===== config.mk =====
export PLATFORM = sky130hd
export DESIGN_NAME = aps_sequencer
export DESIGN_NICKNAME = d
export VERILOG_FILES = /design/src/include/aps_pkg.sv /design/src/aps_sequencer.sv
export SDC_FILE = /design/constraint.sdc
export NUM_CORES = 2
export LEC_CHECK = 0
export BUFFER_PORTS_ARGS = -buffer_cell sky130_fd_sc_hd__buf_2
export CORE_UTILIZATION = 60
export DETAILED_ROUTE_END_ITERATION = 12
export GPL_TIMING_DRIVEN = 0
export HOLD_SLACK_MARGIN = 0.08
export PLACE_DENSITY_LB_ADDON = 0.08
export SYNTH_ARGS = -nofsm -noshare
export SYNTH_HDL_FRONTEND = slang
export SYNTH_SLANG_ARGS = --single-unit

===== constraint.sdc =====
create_clock -name core_clk_i -period 57.4 [get_ports core_clk_i]
set_clock_uncertainty 0.15 [all_clocks]
set_input_delay 5.74 -clock core_clk_i [delete_from_list [all_inputs] [get_ports core_clk_i]]
set_output_delay 5.74 -clock core_clk_i [all_outputs]
set_load 0.02 [all_outputs]

===== src/include/aps_pkg.sv =====
// constants for the automatic stage sequencer
package aps_pkg;
  localparam int unsigned NUM_STAGES = 16;
  localparam logic [3:0] LAST_STAGE = 4'hf;
  localparam logic [3:0] FIRST_STAGE = 4'h0;
  // byte offsets of the register map
  localparam logic [7:0] MODE_OFF = 8'h00;
  localparam logic [7:0] FREQ_BASE = 8'h00;
  localparam logic [7:0] TIME_BASE = 8'h40;
  localparam logic [7:0] DIR_BASE = 8'h80;
  localparam logic [7:0] STATUS_OFF = 8'hc0;
  localparam logic [1:0] REG_GROUP_FREQ = 2'h0;
  localparam logic [1:0] REG_GROUP_TIME = 2'h1;
  localparam logic [1:0] REG_GROUP_DIR = 2'h2;
  localparam logic [1:0] REG_GROUP_STAT = 2'h3;
  // mode selector values
  localparam logic [15:0] MODE_OFF_VAL = 16'h0000;
  localparam logic [15:0] MODE_RESUME_MAX = 16'h0003;
  localparam logic [15:0] MODE_MAX = 16'h0006;
  // frequency in 0.01 Hz units
  localparam logic [15:0] FREQ_MAX = 16'h9c40;
  localparam logic [15:0] FREQ_FINE_MAX = 16'h7530;
  localparam logic [15:0] FREQ_COARSE_STEP = 16'h000a;
  // stage time in 0.1 s units
  localparam logic [15:0] TIME_MAX = 16'hea60;
  // stage direction codes
  localparam logic [15:0] DIR_STOP = 16'h0000;
  localparam logic [15:0] DIR_FWD = 16'h0001;
  localparam logic [15:0] DIR_REV = 16'h0002;
  // timer base
  localparam int unsigned TIME_UNIT_NS = 100_000_000;
  localparam int unsigned CLK_PERIOD_NS = 100;
  localparam int unsigned TICK_CYCLES = TIME_UNIT_NS / CLK_PERIOD_NS;
  typedef enum logic [1:0] {KIND_OFF, KIND_SINGLE, KIND_CONT, KIND_HOLD} aps_kind_t;
  typedef enum logic [1:0] {ST_IDLE, ST_RUN, ST_HOLD, ST_DONE} aps_state_t;
endpackage


===== src/aps_sequencer.sv =====
// automatic program stage sequencer with apb register access
//
// How it works
// - mode zero disables sequencer; normal reference passes
// - modes 1,4 run one cycle then stop
// - modes 2,5 repeat the cycle forever
// - modes 3,6 hold last stage frequency after cycle
// - modes 1-3 resume at the unfinished step
// - modes 4-6 restart from first step
// - stage frequency (stages 1-15), time, direction from settings
// - wobble or pid enabled inhibits sequencer
// - all sixteen stage times zero inhibits sequencer
// - multi-step speed inputs ignored while enabled
// - stage 0 frequency from multi-step speed 0
// - ramps use primary accel/decel times
// - stage frequency 0-400 Hz, 0.1 Hz above 300
// - stage times 0.0 to 6000.0 seconds
// - direction codes: 0 stop, 1 fwd, 2 rev
// - sixteen stages, each with own direction
// - single cycle stops output after last stage
`timescale 1ns/10ps
`default_nettype none
module aps_sequencer #(
  parameter int unsigned TICK_CYCLES = aps_pkg::TICK_CYCLES
)(
  // clock and reset
  input wire logic core_clk_i,
  input wire logic rst_n_i,
  // apb slave
  input wire logic psel_i,
  input wire logic penable_i,
  input wire logic pwrite_i,
  input wire logic [7:0] paddr_i,
  input wire logic [31:0] pwdata_i,
  output logic [31:0] prdata_o,
  output logic pready_o,
  output logic pslverr_o,
  // drive context
  input wire logic run_fwd_i,
  input wire logic run_rev_i,
  input wire logic [15:0] normal_freq_i,
  input wire logic [15:0] speed0_freq_i,
  input wire logic wobble_en_i,
  input wire logic pid_en_i,
  input wire logic [3:0] step_sel_i,
  // drive commands
  output logic [15:0] freq_ref_o,
  output logic fwd_o,
  output logic rev_o,
  output logic [3:0] step_sel_o,
  output logic primary_ramp_o,
  output logic auto_active_o
);

  function automatic aps_pkg::aps_kind_t mode_kind(input logic [15:0] m);
    aps_pkg::aps_kind_t k;
    k = aps_pkg::KIND_OFF;
    if (m == aps_pkg::MODE_OFF_VAL || m > aps_pkg::MODE_MAX)
      k = aps_pkg::KIND_OFF;
    else if (m == 16'h0001 || m == 16'h0004)
      k = aps_pkg::KIND_SINGLE;
    else if (m == 16'h0002 || m == 16'h0005)
      k = aps_pkg::KIND_CONT;
    else
      k = aps_pkg::KIND_HOLD;
    return k;
  endfunction

  // above the fine band only 0.1 Hz steps are kept
  function automatic logic [15:0] fit_freq(input logic [15:0] f);
    logic [15:0] c;
    c = (f > aps_pkg::FREQ_MAX) ? aps_pkg::FREQ_MAX : f;
    if (c > aps_pkg::FREQ_FINE_MAX)
      c = c - (c % aps_pkg::FREQ_COARSE_STEP);
    return c;
  endfunction

  logic rst_meta_n;
  logic rst_n;
  always_ff @(posedge core_clk_i or negedge rst_n_i)
  begin
    if (!rst_n_i)
    begin
      rst_meta_n <= 1'b0;
      rst_n <= 1'b0;
    end
    else
    begin
      rst_meta_n <= 1'b1;
      rst_n <= rst_meta_n;
    end
  end

  logic [15:0] mode;
  logic [15:0] stage_freq [aps_pkg::NUM_STAGES];
  logic [15:0] stage_time [aps_pkg::NUM_STAGES];
  logic [15:0] stage_dir [aps_pkg::NUM_STAGES];
  aps_pkg::aps_state_t state;
  logic [3:0] stage;
  logic [15:0] elapsed;
  logic [31:0] prescale;
  logic at_last;
  localparam logic [3:0] FIRST_IDX = 4'h0;
  localparam logic [3:0] STATUS_IDX = 4'h1;

  logic wr_en;
  logic [1:0] grp;
  logic [3:0] idx;
  logic mapped;
  assign wr_en = psel_i && penable_i && pwrite_i;
  assign grp = paddr_i[7:6];
  assign idx = paddr_i[5:2];
  assign mapped = (paddr_i[1:0] == 2'b00) &&
    ((grp != aps_pkg::REG_GROUP_STAT) || (idx == FIRST_IDX) || (idx == STATUS_IDX));

  assign pready_o = 1'b1;
  assign pslverr_o = psel_i && penable_i && !mapped;

  // settings; out-of-range frequency and time writes are clamped, out-of-range mode and direction writes load zero
  always_ff @(posedge core_clk_i or negedge rst_n)
  begin
    if (!rst_n)
    begin
      mode <= aps_pkg::MODE_OFF_VAL;
      for (int i = 0; i < aps_pkg::NUM_STAGES; i++)
      begin
        stage_freq[i] <= 16'h0000;
        stage_time[i] <= 16'h0000;
        stage_dir[i] <= aps_pkg::DIR_STOP;
      end
    end
    else if (wr_en && mapped)
    begin
      unique case (grp)
        aps_pkg::REG_GROUP_FREQ:
        begin
          if (idx == FIRST_IDX)
            mode <= (pwdata_i[15:0] > aps_pkg::MODE_MAX) ? aps_pkg::MODE_OFF_VAL : pwdata_i[15:0];
          else
            stage_freq[idx] <= fit_freq(pwdata_i[15:0]);
        end
        aps_pkg::REG_GROUP_TIME:
          stage_time[idx] <= (pwdata_i[15:0] > aps_pkg::TIME_MAX) ? aps_pkg::TIME_MAX : pwdata_i[15:0];
        aps_pkg::REG_GROUP_DIR:
          stage_dir[idx] <= (pwdata_i[15:0] > aps_pkg::DIR_REV) ? aps_pkg::DIR_STOP : pwdata_i[15:0];
        aps_pkg::REG_GROUP_STAT:
        begin
        end
      endcase
    end
  end

  always_ff @(posedge core_clk_i or negedge rst_n)
  begin
    if (!rst_n)
      prdata_o <= 32'h0000_0000;
    else if (psel_i && !penable_i && !pwrite_i)
    begin
      prdata_o <= 32'h0000_0000;
      unique case (grp)
        aps_pkg::REG_GROUP_FREQ:
          prdata_o[15:0] <= (idx == FIRST_IDX) ? mode : stage_freq[idx];
        aps_pkg::REG_GROUP_TIME:
          prdata_o[15:0] <= stage_time[idx];
        aps_pkg::REG_GROUP_DIR:
          prdata_o[15:0] <= stage_dir[idx];
        aps_pkg::REG_GROUP_STAT:
          if (idx == STATUS_IDX)
            prdata_o <= {8'h00, elapsed, 1'b0, at_last, state, stage};
      endcase
    end
  end

  aps_pkg::aps_kind_t kind;
  logic any_time;
  logic enabled;
  logic run_cmd;
  logic resume_mode;
  logic tick;
  logic stage_over;
  assign kind = mode_kind(mode);
  always_comb
  begin
    any_time = 1'b0;
    for (int i = 0; i < aps_pkg::NUM_STAGES; i++)
      any_time = any_time | (stage_time[i] != 16'h0000);
  end
  assign enabled = (kind != aps_pkg::KIND_OFF)
    && !wobble_en_i && !pid_en_i
    && any_time;
  assign run_cmd = run_fwd_i || run_rev_i;
  assign resume_mode = mode <= aps_pkg::MODE_RESUME_MAX;
  assign tick = prescale == (TICK_CYCLES - 1);
  // a zero-time stage is passed straight through
  assign stage_over = elapsed >= stage_time[stage];

  // tenths-of-a-second base; only runs while a stage is timing
  always_ff @(posedge core_clk_i or negedge rst_n)
  begin
    if (!rst_n)
      prescale <= 32'h0000_0000;
    else if (state != aps_pkg::ST_RUN || stage_over || tick)
      prescale <= 32'h0000_0000;
    else
      prescale <= prescale + 32'h0000_0001;
  end

  aps_pkg::aps_state_t next_state;
  logic [3:0] next_stage;
  logic [15:0] next_elapsed;
  logic next_at_last;
  always_comb
  begin
    next_state = state;
    next_stage = stage;
    next_elapsed = elapsed;
    next_at_last = at_last;
    if (!enabled)
    begin
      next_state = aps_pkg::ST_IDLE;
      next_stage = FIRST_IDX;
      next_elapsed = 16'h0000;
      next_at_last = 1'b0;
    end
    else
    begin
      unique case (state)
        aps_pkg::ST_IDLE:
          if (run_cmd)
          begin
            if (!resume_mode)
            begin
              next_stage = aps_pkg::FIRST_STAGE;
              next_elapsed = 16'h0000;
              next_at_last = 1'b0;
              next_state = aps_pkg::ST_RUN;
            end
            else
              next_state = at_last ? aps_pkg::ST_HOLD : aps_pkg::ST_RUN;
          end
        aps_pkg::ST_RUN:
          if (!run_cmd)
            next_state = aps_pkg::ST_IDLE;
          else if (stage_over)
          begin
            next_elapsed = 16'h0000;
            if (stage != aps_pkg::LAST_STAGE)
              next_stage = stage + 4'h1;
            else
            begin
              unique case (kind)
                aps_pkg::KIND_CONT:
                  next_stage = aps_pkg::FIRST_STAGE;
                aps_pkg::KIND_HOLD:
                begin
                  next_state = aps_pkg::ST_HOLD;
                  next_at_last = 1'b1;
                end
                default:
                  next_state = aps_pkg::ST_DONE;
              endcase
            end
          end
          else if (tick)
            next_elapsed = elapsed + 16'h0001;
        aps_pkg::ST_HOLD:
          if (!run_cmd)
            next_state = aps_pkg::ST_IDLE;
        aps_pkg::ST_DONE:
          // a finished cycle starts over on the next run
          if (!run_cmd)
          begin
            next_state = aps_pkg::ST_IDLE;
            next_stage = aps_pkg::FIRST_STAGE;
            next_at_last = 1'b0;
          end
      endcase
    end
  end

  always_ff @(posedge core_clk_i or negedge rst_n)
  begin
    if (!rst_n)
    begin
      state <= aps_pkg::ST_IDLE;
      stage <= aps_pkg::FIRST_STAGE;
      elapsed <= 16'h0000;
      at_last <= 1'b0;
    end
    else
    begin
      state <= next_state;
      stage <= next_stage;
      elapsed <= next_elapsed;
      at_last <= next_at_last;
    end
  end

  logic [15:0] cur_freq;
  logic [15:0] cur_dir;
  logic driving;
  assign cur_freq = (stage == aps_pkg::FIRST_STAGE) ? speed0_freq_i : stage_freq[stage];
  assign cur_dir = stage_dir[stage];
  assign driving = state == aps_pkg::ST_RUN || state == aps_pkg::ST_HOLD;

  // commands are registered; idle/done in auto mode means output stopped
  always_ff @(posedge core_clk_i or negedge rst_n)
  begin
    if (!rst_n)
    begin
      freq_ref_o <= 16'h0000;
      fwd_o <= 1'b0;
      rev_o <= 1'b0;
      auto_active_o <= 1'b0;
    end
    else if (!enabled)
    begin
      freq_ref_o <= normal_freq_i;
      fwd_o <= run_fwd_i;
      rev_o <= run_rev_i && !run_fwd_i;
      auto_active_o <= 1'b0;
    end
    else if (driving && cur_dir != aps_pkg::DIR_STOP)
    begin
      freq_ref_o <= cur_freq;
      fwd_o <= cur_dir == aps_pkg::DIR_FWD;
      rev_o <= cur_dir == aps_pkg::DIR_REV;
      auto_active_o <= 1'b1;
    end
    else
    begin
      freq_ref_o <= 16'h0000;
      fwd_o <= 1'b0;
      rev_o <= 1'b0;
      auto_active_o <= driving;
    end
  end

  assign step_sel_o = enabled ? 4'h0 : step_sel_i;
  assign primary_ramp_o = enabled;

endmodule
`default_nettype wire


==> run metrics <==
outcome finished with violations; violated checks max-capacitance violations; synthesized instance count 4152; antenna violations before repair 4; number of max-capacitance violations reported 2; Fin Setup TNS 0 ns; placement-stage worst setup slack 42.89 ns; Max rail drop VDD 0.0253 mV; Die Span Y 280 µm; post-route insts no fill 5504; arrival time reported for the critical path endpoint 8.32 ns; achievable clock frequency 0.0704 GHz; detailed-route via count 37700; Setup Buffers After CTS 0; number of instances in the placed design 5330; number of enable flip-flop cells after synthesis 0; total half-perimeter wirelength after legalization and detailed placement 121 mm; Num Clock Sinks 884; Crit path max-delay family simple AND/OR/NAND/NOR gates; DR vias/cell 6.85; number of nets with antenna violations after routing 0; Die X 280 µm; clock tree from TritonCTS built; share of cells above drive strength 1 18.2%; type of the setup path with the least slack input pin to output port; clock latency on the worst-skew pair 0.68 ns; weighted congestion at the end of routability-driven global placement 1.07; wire length of the first global-routing pass 238 mm; worst path cell trace buf_2 -> nand2b_1 -> nor3_1 -> nor4_1 -> nor3_1 -> nor2_1 -> buf_2; Placeable Area 76200 µm²; Final setup viols 0; area of the die 78400 µm²; relative max-transition margin 0.836%; Area Growth Syn to Fin 12.0%; NumNets Final 4520; detailed-route wire length 160 mm; maximum number of pins on one net before global-route repair 72; Port Buffers 113; total CTS buffers 94; clock tree root driver cell clkbuf_16; area occupied by multi-input gates 22800 µm²; cell with the biggest individual delay on the critical path nor3_1; number of synthesized register bits 884; CTS-repair resized insts 0; type of destination of the critical path output port; most used flip-flop cell after synthesis dfrtp_1; RSZ-0062 raised after global routing false; crit start category input pin; clock slew seen by the registers of the worst setup and hold paths 0.06 ns; Remaining Overflow, GRT 0; Layout fillers 5828; netlist area before placement 46300 µm²; routed wire length per instance 29.1 µm; share of synthesized flip-flops with an asynchronous set or reset 100%; count of buffering cells on the critical path with inverters included 2; Max Fanout on Critical Path 6; Static Leakage 22.6 nW; number of standard-cell rows in the floorplan 101; Post-CTS Hold Fix Bufs 0; synthesized area per cell 11.2 µm²; slew at the pin closest to its max-slew limit 1.48 ns; total number of H-tree levels 3; detailed-routing iteration count for the pre-antenna-repair pass 6; sequential fraction of the synthesis area 47.7%; effective utilization at floorplan 60.8%; worst min path class flop to async pin; GRT Total Usage 41.8%; via count of the first global-routing pass 35900; synth unique cells 99; Sequential Area 22100 µm²; power per unit of standard cell area 28.0 nW/µm²; final number of hold-violating endpoints 0; Slowest Stage Delay on Critical Path 1.19 ns; Top-Level Pins 143; worst path required time 51.51 ns; least setup slack across all paths after layout 43.19 ns; Initial DRC Count 5092; Yosys warning count 0; number of slew-limit violations in the final report 0; Bufs on Longest Clock Path 3; Remaining DRCs 0; part of the cycle the worst path needs 24.8%; clock period minus final worst setup slack 14.21 ns
cells in the final DEF, fill, tap and decap left out, types with 42 or more instances in the layout:
cell	n
inv_1	47
and2_1	233
mux4_2	391
nor4_1	121
a21oi_1	86
nand2_1	675
dfrtp_1	883
nor3_1	45
mux2_2	68
nor2_1	172
buf_2	121
nand3_1	57
o21ai_0	542
clkbuf_16	95
mux2i_1	42
clkbuf_1	299
layer usage:
metal,GRT usage [%],vias up,share of wire [%]
li1,-,15700,-
met1,57.1,18800,38
met2,58.7,2680,42
met3,17.1,564,14
met4,18.3,10,5.6
met5,2.69,-,0.19
worst paths after layout:
check	from	endpoint	slack [ns]	cells past startpoint
max in group asynchronous	rst_n_i	rst_n	52.30	1
setup reg to reg	stage[0]	stage[3]	47.23	26
hold / removal	rst_n	stage_time[11]	0.13	0
setup / recovery	paddr_i[3]	pslverr_o	43.19	7
min in group core_clk_i	rst_meta_n	rst_n	0.20	0
hold reg to reg	rst_n	stage_time[11]	0.13	0
report_power, final:
part | internal [W] | switching, W
sequential | 0.000631 | 0.00000712
clock | 0.000362 | 0.000265
combinational | 0.0000616 | 0.000128
total | 0.00106 | 0.000400
through the flow:
| step | instance area [µm²] | total power, W | utilization, % | hold WS, ns |
|---|---|---|---|---|
| 2_1_floorplan | 46400 | 0.000770 | - | 0.181 |
| 3_3_place_gp | 48300 | 0.000828 | 63.3 | 0.185 |
| 3_5_place_dp | 48700 | 0.000833 | 63.9 | 0.138 |
| 4_1_cts | 51900 | 0.00145 | 68.1 | 0.144 |
| 5_1_grt | 51900 | 0.00150 | 68.1 | 0.169 |
| 6_report | 51900 | 0.00146 | 68.1 | 0.128 |
state kept, by name, summed over array words and instances (netlist names):
| name | cells |
|---|---|
| state | 2 |
| auto_active_o | 1 |
| stage | 4 |
| stage_time | 256 |
| fwd_o | 1 |
| stage_freq | 256 |
| prdata_o | 24 |
| rst_n | 1 |
| rev_o | 1 |
| mode | 16 |
| prescale | 32 |
| elapsed | 16 |
| rst_meta_n | 1 |
| freq_ref_o | 16 |
| at_last | 1 |
| stage_dir | 256 |
worst register-to-register path, stage by stage (launching register included):
cell and delay, ns:
dfrtp_1 0.45, buf_1 0.74, clkbuf_1 0.71, clkbuf_1 0.68
clkbuf_2 0.71, buf_1 1.04, mux4_2 0.71, mux4_2 0.54
ha_1 0.29, nand2b_1 0.14, a21o_1 0.17, a21o_1 0.17
a21o_1 0.16, a21o_1 0.17, a21o_1 0.17, a21o_1 0.21
a21o_1 0.19, a21o_1 0.18, a21o_1 0.20, a21o_1 0.18
a21o_1 0.18, a21oi_1 0.15, o21ai_0 0.22, a211oi_1 0.69
clkbuf_1 0.47, o31ai_1 0.16, o31ai_1 0.18
cell families after synthesis:
| logic type | Yosys count | share of synthesized area (%) |
|---|---|---|
| and+or+nand+nor | 1477 | 15.4 |
| buffers and inverters | 387 | 3.26 |
| AOI/OAI and AO/OA | 807 | 9.92 |
| muxes | 501 | 21.6 |
| DFF | 884 | 47.7 |
| xor gates and xnor gates | 53 | 1.00 |
| other | 2 | 0.0162 |
| adders and majority gates | 41 | 1.10 |
Yosys cell counts, types with 7 or more instances:
master / instances / share of area (%)
nand4_1: 35 / 0.47
or3_1: 10 / 0.13
mux4_2: 391 / 19
a21o_1: 26 / 0.42
a311oi_1: 10 / 0.19
nor3_1: 46 / 0.50
a221oi_1: 7 / 0.13
xnor2_1: 24 / 0.45
clkbuf_1: 283 / 2.3
inv_1: 47 / 0.38
o211ai_1: 9 / 0.15
nand2_1: 675 / 5.5
ha_1: 39 / 1.1
and3_1: 36 / 0.49
dfrtp_1: 884 / 48
buf_1: 36 / 0.29
o311ai_0: 9 / 0.17
or4_1: 13 / 0.21
mux2_2: 68 / 1.7
mux2i_1: 42 / 0.91
o31ai_1: 10 / 0.16
xor2_1: 29 / 0.55
nand2b_1: 12 / 0.16
nor2b_1: 20 / 0.27
nor2_1: 172 / 1.4
and2_1: 233 / 3.1
o21ai_1: 8 / 0.086
a211oi_1: 17 / 0.28
nor4_1: 122 / 1.6
o21ai_0: 542 / 5.9
buf_4: 9 / 0.15
nand3_1: 57 / 0.62
a31oi_1: 14 / 0.19
a21oi_1: 86 / 0.93
final cells by class:
cell class	instances	area share [%]
multi-input combinational	2900	43.9
sequential	884	42.6
clock buffer	129	5.13
buffer	336	2.55
tap	1030	2.48
timing repair buffer	129	1.94
clock inverter	44	0.971
inverter	51	0.369
antenna	1	0.00482
Power figures use the tool's default switching activity.
